File: src/common/sync_shaper_consts.vh
`ifndef SYNC_SHAPER_CONSTS_VH
`define SYNC_SHAPER_CONSTS_VH

// register offsets
`define ADDR_USER_PATTERN_TWO_LOW 8'h1B
`define ADDR_USER_PATTERN_TWO_HIGH 8'h1C
`define ADDR_USER_PATTERN_THREE_LOW 8'h1D
`define ADDR_USER_PATTERN_THREE_HIGH 8'h1E
`define ADDR_USER_PATTERN_FOUR_LOW 8'h1F
`define ADDR_USER_PATTERN_FOUR_HIGH 8'h20
`define ADDR_DIVIDER_SYNC_CONTROL 8'h3A
`define ADDR_NOISE_SHAPER_CONTROL 8'h3C
`define ADDR_NOISE_SHAPER_BAND_TUNING 8'h3E

// reset values
`define RST_USER_PATTERN 8'h00
`define RST_DIVIDER_SYNC_CONTROL 8'h00
`define RST_NOISE_SHAPER_CONTROL 8'h00
`define RST_NOISE_SHAPER_BAND_TUNING 8'h1C

// divider_sync_control fields
`define SYNC_MASTER_BIT 0
`define SYNC_DIVIDER_BIT 1
`define SYNC_NEXT_ONLY_BIT 2
`define SYNC_CONTROL_MASK 8'h07

// noise_shaper_control fields
`define SHAPER_ENABLE_BIT 0
`define SHAPER_MODE_MSB 3
`define SHAPER_MODE_LSB 1
`define SHAPER_CONTROL_MASK 8'h0F
`define MODE_BW_22 3'h0
`define MODE_BW_33 3'h1

// noise_shaper_band_tuning fields
`define TUNING_MSB 5
`define TUNING_MASK 8'h3F

// band geometry in half-percent steps of the sample rate
`define BAND_SPAN_22 8'h2C
`define BAND_SPAN_33 8'h42
`define TUNING_COUNT_22 6'h39
`define TUNING_COUNT_33 6'h22

// sample width
`define SAMPLE_W 11

`endif

File: src/core/sync_shaper_config.v
`timescale 1ns/10ps
`default_nettype none
`include "sync_shaper_consts.vh"

// Behaviour
// - No sync action of any kind happens unless the master sync enable bit is high.
// - Sync pulses reach the clock divider only while divider sync enable and master enable are both high.
// - With master, divider and next-sync-only bits high, only the first pulse syncs the divider.
// - In next-sync-only operation the divider sync enable bit clears itself after a sync.
// - Bandwidth mode 000 selects a 22 percent band and 001 a 33 percent band.
// - Each channel's noise shaper processes data when its enable is high and is bypassed when low.
// - A 6-bit tuning word in bits 5 to 0 sets the band edges, bits 7 and 6 being reserved.
// - Each tuning step moves the band by half a percent of the sample rate.
// - Each user pattern is a 16-bit word, low byte at the lower address, high byte at the next.
module sync_shaper_config (
	input wire i_sys_clk,
	input wire i_sys_rst,
	input wire i_reg_write,
	input wire i_reg_read,
	input wire [7:0] i_reg_addr,
	input wire [7:0] i_reg_wdata,
	input wire [1:0] i_chan_select,
	output reg [7:0] o_reg_rdata,
	output reg o_reg_rvalid,
	input wire i_sync,
	input wire [2:0] i_div_ratio,
	output wire o_sync_buffer_en,
	output reg o_div_sync_pulse,
	output reg o_div_clk_en,
	input wire [`SAMPLE_W-1:0] i_raw_data_a,
	input wire [`SAMPLE_W-1:0] i_shaped_data_a,
	input wire [`SAMPLE_W-1:0] i_raw_data_b,
	input wire [`SAMPLE_W-1:0] i_shaped_data_b,
	output wire [`SAMPLE_W-1:0] o_data_a,
	output wire [`SAMPLE_W-1:0] o_data_b,
	output wire o_noise_shaper_en_a,
	output wire o_noise_shaper_en_b,
	output wire [2:0] o_band_width_mode_a,
	output wire [2:0] o_band_width_mode_b,
	output wire [7:0] o_band_low_a,
	output wire [7:0] o_band_high_a,
	output wire [7:0] o_band_low_b,
	output wire [7:0] o_band_high_b,
	output wire o_tuning_invalid_a,
	output wire o_tuning_invalid_b,
	output wire [15:0] o_user_pattern_two,
	output wire [15:0] o_user_pattern_three,
	output wire [15:0] o_user_pattern_four
);

////////////////////////////////////////////////////////////////////////////////
// global registers

reg [7:0] pattern_reg [0:5];
reg [7:0] sync_control_reg;
reg [7:0] sync_control_next;
reg sync_prev_reg;
reg [2:0] div_count_reg;
reg [2:0] div_count_next;
reg [5:0] pattern_write;
reg [1:0] sync_mode;
reg sync_gate;
reg sync_self_clear;

wire sync_edge;
wire master_en;
wire divider_en;
wire next_only;
wire sync_accept;
wire sync_write;
wire [7:0] chan_control [0:1];
wire [7:0] chan_tuning [0:1];
wire [`SAMPLE_W-1:0] chan_raw [0:1];
wire [`SAMPLE_W-1:0] chan_shaped [0:1];
wire [`SAMPLE_W-1:0] chan_data [0:1];
wire [7:0] chan_band_low [0:1];
wire [7:0] chan_band_high [0:1];
wire [1:0] chan_invalid;
wire [1:0] chan_write;
wire div_wrap;
reg [7:0] read_value;
reg [7:0] global_value;
reg [7:0] local_value;
reg global_hit;
reg read_chan;

// sync operating modes decoded from the control bits
localparam [1:0] SYNC_MODE_OFF = 2'h0;
localparam [1:0] SYNC_MODE_HOLD = 2'h1;
localparam [1:0] SYNC_MODE_CONTINUOUS = 2'h2;
localparam [1:0] SYNC_MODE_ONE_SHOT = 2'h3;

////////////////////////////////////////////////////////////////////////////////
// user test pattern bytes, low byte at the lower address

// one write enable per pattern byte
always @* begin
	pattern_write = 6'h00;
	if (i_reg_write) begin
		case (i_reg_addr)
			`ADDR_USER_PATTERN_TWO_LOW: pattern_write = 6'h01;
			`ADDR_USER_PATTERN_TWO_HIGH: pattern_write = 6'h02;
			`ADDR_USER_PATTERN_THREE_LOW: pattern_write = 6'h04;
			`ADDR_USER_PATTERN_THREE_HIGH: pattern_write = 6'h08;
			`ADDR_USER_PATTERN_FOUR_LOW: pattern_write = 6'h10;
			`ADDR_USER_PATTERN_FOUR_HIGH: pattern_write = 6'h20;
			default: pattern_write = 6'h00;
		endcase
	end
end

genvar p;
generate
	for (p = 0; p < 6; p = p + 1) begin : g_pattern
		always @(posedge i_sys_clk or posedge i_sys_rst) begin
			if (i_sys_rst)
				pattern_reg[p] <= `RST_USER_PATTERN;
			else if (pattern_write[p])
				pattern_reg[p] <= i_reg_wdata;
		end
	end
endgenerate

assign o_user_pattern_two = {pattern_reg[1], pattern_reg[0]};
assign o_user_pattern_three = {pattern_reg[3], pattern_reg[2]};
assign o_user_pattern_four = {pattern_reg[5], pattern_reg[4]};

////////////////////////////////////////////////////////////////////////////////
// sync control

assign master_en = sync_control_reg[`SYNC_MASTER_BIT];
assign divider_en = sync_control_reg[`SYNC_DIVIDER_BIT];
assign next_only = sync_control_reg[`SYNC_NEXT_ONLY_BIT];
// sync buffer powered only with the master enable
assign o_sync_buffer_en = master_en;
assign sync_edge = i_sync & ~sync_prev_reg;
assign sync_accept = sync_gate & sync_edge;
assign sync_write = i_reg_write && (i_reg_addr == `ADDR_DIVIDER_SYNC_CONTROL);

always @* begin
	if (!master_en)
		sync_mode = SYNC_MODE_OFF;
	else if (!divider_en)
		sync_mode = SYNC_MODE_HOLD;
	else if (next_only)
		sync_mode = SYNC_MODE_ONE_SHOT;
	else
		sync_mode = SYNC_MODE_CONTINUOUS;
end

// pulses pass to the divider only in the two gated modes
always @* begin
	case (sync_mode)
		SYNC_MODE_CONTINUOUS: begin
			sync_gate = 1'b1;
			sync_self_clear = 1'b0;
		end
		SYNC_MODE_ONE_SHOT: begin
			sync_gate = 1'b1;
			sync_self_clear = 1'b1;
		end
		default: begin
			sync_gate = 1'b0;
			sync_self_clear = 1'b0;
		end
	endcase
end

always @* begin
	sync_control_next = sync_control_reg;
	// one-shot: drop the divider enable after the first accepted pulse
	if (sync_accept && sync_self_clear)
		sync_control_next[`SYNC_DIVIDER_BIT] = 1'b0;
	// a host write in the same cycle wins over the self clear
	if (sync_write)
		sync_control_next = i_reg_wdata & `SYNC_CONTROL_MASK;
end

always @(posedge i_sys_clk or posedge i_sys_rst) begin
	if (i_sys_rst) begin
		sync_control_reg <= `RST_DIVIDER_SYNC_CONTROL;
		sync_prev_reg <= 1'b0;
		o_div_sync_pulse <= 1'b0;
	end else begin
		sync_control_reg <= sync_control_next;
		// edge detector idles with the buffer off
		sync_prev_reg <= i_sync & master_en;
		o_div_sync_pulse <= sync_accept;
	end
end

////////////////////////////////////////////////////////////////////////////////
// integer input clock divider, ratio 1 to 8

// wrap after ratio plus one input clocks
assign div_wrap = (div_count_reg >= i_div_ratio);

always @* begin
	if (sync_accept)
		div_count_next = 3'h0;
	else if (div_wrap)
		div_count_next = 3'h0;
	else
		div_count_next = div_count_reg + 3'h1;
end

always @(posedge i_sys_clk or posedge i_sys_rst) begin
	if (i_sys_rst) begin
		div_count_reg <= 3'h0;
		o_div_clk_en <= 1'b0;
	end else begin
		div_count_reg <= div_count_next;
		o_div_clk_en <= (div_count_next == 3'h0);
	end
end

////////////////////////////////////////////////////////////////////////////////
// per-channel noise shaper settings

assign chan_raw[0] = i_raw_data_a;
assign chan_raw[1] = i_raw_data_b;
assign chan_shaped[0] = i_shaped_data_a;
assign chan_shaped[1] = i_shaped_data_b;

genvar c;
generate
	for (c = 0; c < 2; c = c + 1) begin : g_chan
		assign chan_write[c] = i_reg_write & i_chan_select[c];
		channel_shaper_regs u_regs (
			.i_sys_clk(i_sys_clk),
			.i_sys_rst(i_sys_rst),
			.i_write(chan_write[c]),
			.i_addr(i_reg_addr),
			.i_wdata(i_reg_wdata),
			.i_raw_data(chan_raw[c]),
			.i_shaped_data(chan_shaped[c]),
			.o_control(chan_control[c]),
			.o_tuning(chan_tuning[c]),
			.o_data(chan_data[c]),
			.o_band_low(chan_band_low[c]),
			.o_band_high(chan_band_high[c]),
			.o_tuning_invalid(chan_invalid[c])
		);
	end
endgenerate

assign o_data_a = chan_data[0];
assign o_data_b = chan_data[1];
assign o_noise_shaper_en_a = chan_control[0][`SHAPER_ENABLE_BIT];
assign o_noise_shaper_en_b = chan_control[1][`SHAPER_ENABLE_BIT];
assign o_band_width_mode_a = chan_control[0][`SHAPER_MODE_MSB:`SHAPER_MODE_LSB];
assign o_band_width_mode_b = chan_control[1][`SHAPER_MODE_MSB:`SHAPER_MODE_LSB];
assign o_band_low_a = chan_band_low[0];
assign o_band_high_a = chan_band_high[0];
assign o_band_low_b = chan_band_low[1];
assign o_band_high_b = chan_band_high[1];
assign o_tuning_invalid_a = chan_invalid[0];
assign o_tuning_invalid_b = chan_invalid[1];

////////////////////////////////////////////////////////////////////////////////
// read back; global registers answer whatever the channel index

always @* begin
	global_hit = 1'b1;
	case (i_reg_addr)
		`ADDR_USER_PATTERN_TWO_LOW: global_value = pattern_reg[0];
		`ADDR_USER_PATTERN_TWO_HIGH: global_value = pattern_reg[1];
		`ADDR_USER_PATTERN_THREE_LOW: global_value = pattern_reg[2];
		`ADDR_USER_PATTERN_THREE_HIGH: global_value = pattern_reg[3];
		`ADDR_USER_PATTERN_FOUR_LOW: global_value = pattern_reg[4];
		`ADDR_USER_PATTERN_FOUR_HIGH: global_value = pattern_reg[5];
		`ADDR_DIVIDER_SYNC_CONTROL: global_value = sync_control_reg;
		default: begin
			global_hit = 1'b0;
			global_value = 8'h00;
		end
	endcase
end

// local registers from the lowest selected channel
always @* begin
	read_chan = ~i_chan_select[0] & i_chan_select[1];
	case (i_reg_addr)
		`ADDR_NOISE_SHAPER_CONTROL: local_value = chan_control[read_chan];
		`ADDR_NOISE_SHAPER_BAND_TUNING: local_value = chan_tuning[read_chan];
		default: local_value = 8'h00;
	endcase
end

// unmapped addresses read as zero
always @* begin
	if (global_hit)
		read_value = global_value;
	else
		read_value = local_value;
end

always @(posedge i_sys_clk or posedge i_sys_rst) begin
	if (i_sys_rst) begin
		o_reg_rdata <= 8'h00;
		o_reg_rvalid <= 1'b0;
	end else begin
		o_reg_rvalid <= i_reg_read;
		if (i_reg_read)
			o_reg_rdata <= read_value;
	end
end

endmodule
`default_nettype wire

File: src/core/channel_shaper_regs.v
`timescale 1ns/10ps
`default_nettype none
`include "sync_shaper_consts.vh"

module channel_shaper_regs (
	input wire i_sys_clk,
	input wire i_sys_rst,
	input wire i_write,
	input wire [7:0] i_addr,
	input wire [7:0] i_wdata,
	input wire [`SAMPLE_W-1:0] i_raw_data,
	input wire [`SAMPLE_W-1:0] i_shaped_data,
	output wire [7:0] o_control,
	output wire [7:0] o_tuning,
	output reg [`SAMPLE_W-1:0] o_data,
	output reg [7:0] o_band_low,
	output reg [7:0] o_band_high,
	output reg o_tuning_invalid
);

reg [7:0] control_reg;
reg [7:0] tuning_reg;
wire [2:0] band_width_mode;
wire [7:0] band_span;
wire [5:0] tuning_count;

////////////////////////////////////////////////////////////////////////////////
always @(posedge i_sys_clk or posedge i_sys_rst) begin
	if (i_sys_rst) begin
		control_reg <= `RST_NOISE_SHAPER_CONTROL;
		tuning_reg <= `RST_NOISE_SHAPER_BAND_TUNING;
	end else if (i_write) begin
		if (i_addr == `ADDR_NOISE_SHAPER_CONTROL)
			control_reg <= i_wdata & `SHAPER_CONTROL_MASK;
		if (i_addr == `ADDR_NOISE_SHAPER_BAND_TUNING)
			tuning_reg <= i_wdata & `TUNING_MASK;
	end
end

assign o_control = control_reg;
assign o_tuning = tuning_reg;
assign band_width_mode = control_reg[`SHAPER_MODE_MSB:`SHAPER_MODE_LSB];
// 000 selects the 22 percent band, 001 the 33 percent band
assign band_span = (band_width_mode == `MODE_BW_33) ? `BAND_SPAN_33 : `BAND_SPAN_22;
assign tuning_count = (band_width_mode == `MODE_BW_33) ? `TUNING_COUNT_33 : `TUNING_COUNT_22;

////////////////////////////////////////////////////////////////////////////////
// band edges in half-percent units, one step per tuning increment
always @(posedge i_sys_clk or posedge i_sys_rst) begin
	if (i_sys_rst) begin
		o_data <= {`SAMPLE_W{1'b0}};
		o_band_low <= 8'h00;
		o_band_high <= 8'h00;
		o_tuning_invalid <= 1'b0;
	end else begin
		o_data <= control_reg[`SHAPER_ENABLE_BIT] ? i_shaped_data : i_raw_data;
		o_band_low <= {2'h0, tuning_reg[`TUNING_MSB:0]};
		o_band_high <= {2'h0, tuning_reg[`TUNING_MSB:0]} + band_span;
		o_tuning_invalid <= (tuning_reg[`TUNING_MSB:0] >= tuning_count);
	end
end

endmodule
`default_nettype wire

File: config.mk
export PLATFORM = sky130hd
export DESIGN_NAME = sync_shaper_config
export DESIGN_NICKNAME = d
export VERILOG_FILES = /design/src/core/sync_shaper_config.v /design/src/core/channel_shaper_regs.v
export VERILOG_INCLUDE_DIRS = /design/src /design/src/common
export SDC_FILE = /design/constraint.sdc
export NUM_CORES = 1
export LEC_CHECK = 0
export BUFFER_PORTS_ARGS = -buffer_cell sky130_fd_sc_hd__buf_2
export CAP_MARGIN = 20
export CORE_UTILIZATION = 45
export CTS_BUF_LIST = sky130_fd_sc_hd__clkbuf_8
export DETAILED_ROUTE_END_ITERATION = 10
export PLACE_DENSITY_LB_ADDON = 0.12
export SLEW_MARGIN = 20
export SYNTH_ARGS = -nofsm -noshare
export SYNTH_HDL_FRONTEND = slang
export SYNTH_SLANG_ARGS = --single-unit
File: constraint.sdc
create_clock -name i_sys_clk -period 11.5 [get_ports i_sys_clk]
set_input_delay 2.3 -clock i_sys_clk [delete_from_list [all_inputs] [get_ports i_sys_clk]]
set_output_delay 2.3 -clock i_sys_clk [all_outputs]
set_load 0.02 [all_outputs]
==> flow_summary.toml, run 1 <==
[global_routing]
grtUsageTotal_pct = 22.5
grt_pass1_vias = 4514
grt_pass1_wl_mm = 24.4
grt_max_degree = 86
grt-ovfl-total = 0
antenna_found_initial = 0

[placed_design]
place_ws_ps = 7270
io_buffers = 189
place_hpwl_mm = 11.1
place_congestion = 0.853
placed_area_um2 = 7260

[pwr]
power.internal_mw = 0.790
pwr-share-clk_pct = 37.6
powerDensity_nw_per_um2 = 139
p_comb_share_pct = 13.4
ir_drop_mv = 0.0658
p_sw_mw = 0.279
seq_power_share_pct = 49.0
swShare_pct = 26.1
p_leak_nw = 4.08

[worst_setup_path]
end_kind = "flop"
r2r_cells = 7
cp-start-kind = "primary input"
cp.arrival_ps = 4120
crit_chain = "buf_2 -> nor4b_4 -> and2_1 -> and3_4 -> mux2_4"
critPathKind = "primary input to flop"
cp_data_required_time_ps = 11830
worst_path_largest_cell_delay_ps = 540
crit_slowest_cell = "nor4b_4"
critPathMaxFanout = 9

[sta]
setup_viol = 0
fin_crit_sh_pct = 32.9
max_clock_freq_ghz = 0.264
rsz0062_at_grt = "no"
worst_hold_slack_ps = 456
hold_viol_final = 0
worstMarginPinSlew_ps = 1130
skew_ps = 7.96
setup_ws_ps = 7710
fin_crit_ps = 3790
finalMaxSlewViolations = 0
slew_headroom_pct = 24.5
tns_ps = 0

[detailed_routing]
vias = 4346
viasPerCell = 5.27
wl_per_cell_um = 18.4
ant_nets = 0
drt_drc_violations_left = 0
totalWireLength_mm = 15.1
drt_iter0_drc = 241
first_pass_iters = 4

[clock_network]
numCtsBuffers = 17
clk_pin_slew_ps = 70
post-cts-setup-buffer-count = 0
clockRootBuffer = "clkbuf_8"
cts_tree = "done"
ctsResizeCount = 0
postCtsHoldBufs = 0
htree_levels = 4
cts.path.max_buffers = 2
cts.sinks = 136
clkLatencyLatePin_ps = 440

[die]
top_level_ports = 194
fp.dieW_um = 120
die_area_um2 = 14300
die_h_um = 120
rows = 42
core_area_um2 = 13400
start_util_pct = 46.6

[layout]
fin_util_pct = 57.2
fin_nets = 730
n_fill_cell = 1181
fin_area_um2 = 7670
largest_reg_flops = 22
n_antenna_cell = 0
multi_input_area_um2 = 2610
regMostFlops = "g_chan.u_regs.o_data"
post_route_cells_drive_above_1_share_pct = 52.2
syn_to_final_growth_pct = 22.8
final-seq-area_um2 = 3410

[synth]
avgSynthCellArea_um2 = 13.8
ys_seq_area_share_pct = 54.6
netlist_instances = 453
async_flop_share_pct = 100
yosys_warnings = 0
ys_types = 59
syn_area_um2 = 6240
yosys_most_used_dff = "dfrtp_1"
synth_edf_count = 0
ys_ff_latch = 136

[worst_hold_path]
hold_path_class = "flop to flop"
hold_depth = 0

[run_status]
status = "complete, no violations"

[flow_run]
max_cap_violations = 0
## cells by family after synthesis
kind of cell,Yosys count,share of synthesized area (%)
DFF,136,54.6
muxes,108,20.9
and+or+nand+nor,73,7.92
AOI/OAI and AO/OA,56,6.39
buffers and inverters,46,3.77
adders and majority gates,24,5.05
xor gates and xnor gates,9,1.26
other,1,0.0601
## routing by layer
metal	part of all wire, %	track usage, %
met3	6.1	5.85
met4	1.5	7.34
met1	43	28.7
met2	50	37.4
met5	0	0
## critical path: cells and delay by family
| family | cells | cell delay (ps) |
|---|---|---|
| AND/OR/NAND/NOR | 3 | 1330 |
| buffers and inverters | 1 | 160 |
| multiplexers | 1 | 320 |
## power by group through the flow
stage / Sequential (mW) / Combinational [mW] / Clock, mW
final: 0.523 / 0.144 / 0.402
after global routing: 0.526 / 0.158 / 0.432
after CTS: 0.523 / 0.146 / 0.410
after detailed placement: 0.532 / 0.145 / 0
after global placement: 0.531 / 0.142 / 0
after floorplan: 0.553 / 0.0702 / 0
## worst paths after layout
path	startpoint	end	slack, ps
hold reg to reg	g_chan[1].u_regs.o_tuning[3]	g_chan[1].u_regs.o_band_low[3]	460
hold / removal	g_chan[1].u_regs.o_tuning[3]	g_chan[1].u_regs.o_band_low[3]	460
setup reg to reg	g_chan[0].u_regs.o_control[2]	g_chan[0].u_regs.o_band_high[6]	8620
min in group asynchronous	i_sys_rst	g_chan[0].u_regs.o_data[3]	1990
max in group asynchronous	i_sys_rst	o_user_pattern_three[7]	8350
setup / recovery	i_reg_addr[5]	o_user_pattern_two[14]	7710
## cell usage in the layout, fill, tap and decap left out, types with 3 or more instances in the layout
cell type	n
conb_1	4
xor2_1	3
a22oi_1	7
mux4_2	6
xnor2_1	6
a21oi_1	6
a32oi_1	4
buf_2	189
ha_1	22
mux2_2	88
bufinv_16	3
a21o_1	6
a31oi_1	6
nand4_4	3
nor4_1	3
and3_1	5
nor2b_1	3
dfrtp_1	130
and2_1	3
clkinv_2	3
o21ai_0	8
nand2_1	17
clkbuf_8	20
nor3b_1	4
o21a_1	4
dfstp_2	6
inv_1	19
nand3_1	6
mux2i_1	6
and3b_1	4
nor2_1	11
mux2_4	8
## final cells by class
class / instances / area share [%]
Tap cell: 176 / 2.87
Timing Repair Buffer: 190 / 12.4
Clock buffer: 20 / 3.59
Multi-Input combinational cell: 274 / 34.0
Sequential cell: 136 / 44.5
Clock inverter: 11 / 1.71
Inverter: 17 / 0.897
## through the flow
stage / instances / power [mW]
floorplan: 456 / 0.624
global placement: 793 / 0.673
detailed placement: 793 / 0.678
CTS: 824 / 1.08
global route: 824 / 1.12
finish: 824 / 1.07
## Yosys cell counts, types with 3 or more instances
cell type | count | area [µm²]
and2_1 | 3 | 18.8
o21ai_0 | 8 | 40.0
a32oi_1 | 4 | 35.0
buf_1 | 4 | 15.0
clkbuf_1 | 8 | 30.0
mux2_4 | 8 | 120
mux2i_1 | 6 | 60.1
nand4_4 | 3 | 63.8
buf_2 | 7 | 35.0
nand2_1 | 17 | 63.8
nor2b_1 | 3 | 18.8
nor2_1 | 11 | 41.3
buf_4 | 8 | 60.1
and3_1 | 5 | 31.3
nor4_1 | 3 | 18.8
xor2_1 | 3 | 26.3
a31oi_1 | 6 | 37.5
nor3b_1 | 4 | 30.0
a21o_1 | 6 | 45.0
nand3_1 | 6 | 30.0
inv_1 | 17 | 63.8
ha_1 | 22 | 275
a21oi_1 | 6 | 30.0
dfstp_2 | 6 | 158
o21a_1 | 4 | 30.0
a22oi_1 | 7 | 52.6
and3b_1 | 4 | 35.0
xnor2_1 | 6 | 52.6
dfrtp_1 | 130 | 3250
mux4_2 | 6 | 135
mux2_2 | 88 | 991
(Power assumes the default switching activity.)
==> run 2, diff against run 1 <==
==> constraint.sdc (replaced) <==
create_clock -name i_sys_clk -period 3 [get_ports i_sys_clk]
set_input_delay 0.6 -clock i_sys_clk [delete_from_list [all_inputs] [get_ports i_sys_clk]]
set_output_delay 0.6 -clock i_sys_clk [all_outputs]
set_load 0.02 [all_outputs]
==> run 2 against run 1 <==
Non-clock buffer count rose by 7. Sequential share of layout area is 0.065 points lower. Die area stayed put. Clock power rose to 3.4 times the previous value. Utilization increased by 0.084 points. Power rose to 3.7 times the previous value. Cell count grew 0.61%. Clock skew rose by 2.7 ps. Largest power group unchanged.
==> flow_summary.toml, run 2 (synthesis gave the netlist of run 1 again) <==
[global_routing]
grt_pass1_vias = 4437
grt_pass1_wl_mm = 24.2
grtUsageTotal_pct = 22.7
grt-ovfl-total = 0
antenna_found_initial = 0
grt_max_degree = 58

[die]
core_area_um2 = 13400
die_h_um = 120
rows = 42
top_level_ports = 194
fp.dieW_um = 120
start_util_pct = 46.6
die_area_um2 = 14300

[worst_hold_path]
hold_path_class = "primary input to asynchronous set/reset pin"

[sta]
slew_headroom_pct = 48.2
fin_crit_ps = 2080
max_clock_freq_ghz = 0.480
setup_ws_ps = 915
hold_viol_final = 0
rsz0062_at_grt = "no"
tns_ps = 0
finalMaxSlewViolations = 0
fin_crit_sh_pct = 69.5
skew_ps = 10.6
worst_hold_slack_ps = 154
worstMarginPinSlew_ps = 770
setup_viol = 0

[worst_setup_path]
cp-start-kind = "flop"
critPathMaxFanout = 7
worst_path_largest_cell_delay_ps = 410
crit_family = "compound AO/OA/AOI/OAI gates"
crit_slowest_cell = "dfrtp_1"
critPathKind = "flop to flop"
cp_data_required_time_ps = 3360
crit_buf_inv = 2
cp.arrival_ps = 2440
end_kind = "flop"
path_common_cell = "a21o_1"
crit_chain = "nor3b_1 -> buf_4 -> inv_1 -> ha_1 -> a21o_1 -> a21o_1 -> a31oi_1 -> xnor2_1"

[clock_network]
postCtsHoldBufs = 0
post-cts-setup-buffer-count = 0
cts.sinks = 136
clkLatencyLatePin_ps = 440
cts.path.max_buffers = 2
numCtsBuffers = 17
clockRootBuffer = "clkbuf_8"
clk_pin_slew_ps = 70
ctsResizeCount = 0
cts_tree = "done"
htree_levels = 4

[layout]
stdcell_count = 829
post_route_cells_drive_above_1_share_pct = 52.1
fin_nets = 737
fin_util_pct = 57.3
regMostFlops = "g_chan.u_regs.o_data"
final_common_cell = "buf_2"
n_antenna_cell = 0
largest_reg_flops = 22
syn_to_final_growth_pct = 23.0
final_cell_mix = "buf_2 (189), dfrtp_1 (130), mux2_2 (88), inv_1 (22), ha_1 (22)"

[detailed_routing]
viasPerCell = 5.24
drt_drc_violations_left = 0
vias = 4348
ant_nets = 0
first_pass_iters = 4
drt_iter0_drc = 252
totalWireLength_mm = 15.5
wl_per_cell_um = 18.6

[flow_run]
max_cap_violations = 0

[placed_design]
place_ws_ps = 541
place_inst = 800
io_buffers = 189
place_congestion = 0.822
place_hpwl_mm = 11.3

[run_status]
status = "complete, no violations"

[pwr]
ir_drop_mv = 0.331
powerDensity_nw_per_um2 = 514
p_leak_nw = 4.10
-- run 2: final timing paths --
path	slack (ps)	to	from	cells past startpoint
setup / recovery	920	g_chan[0].u_regs.o_band_high[6]	g_chan[0].u_regs.o_control[2]	8
hold / removal	150	g_chan[1].u_regs.o_data[5]	i_sys_rst	2
setup reg to reg	920	g_chan[0].u_regs.o_band_high[6]	g_chan[0].u_regs.o_control[2]	8
hold reg to reg	450	g_chan[1].u_regs.o_band_low[3]	g_chan[1].u_regs.o_tuning[3]	0
max in group asynchronous	2080	g_chan[0].u_regs.o_tuning[2]	i_sys_rst	3
min in group i_sys_clk	390	g_chan[0].u_regs.o_data[8]	i_raw_data_a[8]	2
-- run 2: area by class of cell --
| cell class | count | area, µm² |
|---|---|---|
| Multi-Input combinational cell | 274 | 2610 |
| Clock inverter | 10 | 92.6 |
| Tap cell | 176 | 220 |
| Fill cell | 1161 | 5720 |
| Clock buffer | 19 | 262 |
| Sequential cell | 136 | 3410 |
| Timing Repair Buffer | 197 | 1020 |
| Inverter | 17 | 67.6 |
-- run 2: per-layer routing --
layer / share of wire (%) / wire length (µm) / global-route usage (%) / vias to the layer above
met5: 0 / 0 / 0 / -
met4: 1.8 / 272 / 8.75 / 0
met3: 5.6 / 866 / 6.37 / 24
met2: 49 / 7560 / 36.5 / 144
met1: 44 / 6760 / 29.0 / 2177
li1: - / - / - / 2003
-- run 2: metrics by stage --
stage	power, mW	instance area (µm²)
finish	3.95	7680
global route	4.13	7680
CTS	4.00	7680
detailed placement	2.61	7330
global placement	2.59	7330
floorplan	2.39	6260
-- run 2: power breakdown --
part | switching (mW) | internal, mW | leakage (nW) | total, mW
sequential | 0.0697 | 1.94 | 1.77 | 2.01
clock | 0.638 | 0.747 | 0.205 | 1.38
combinational | 0.328 | 0.229 | 2.13 | 0.557
total | 1.04 | 2.91 | 4.10 | 3.95
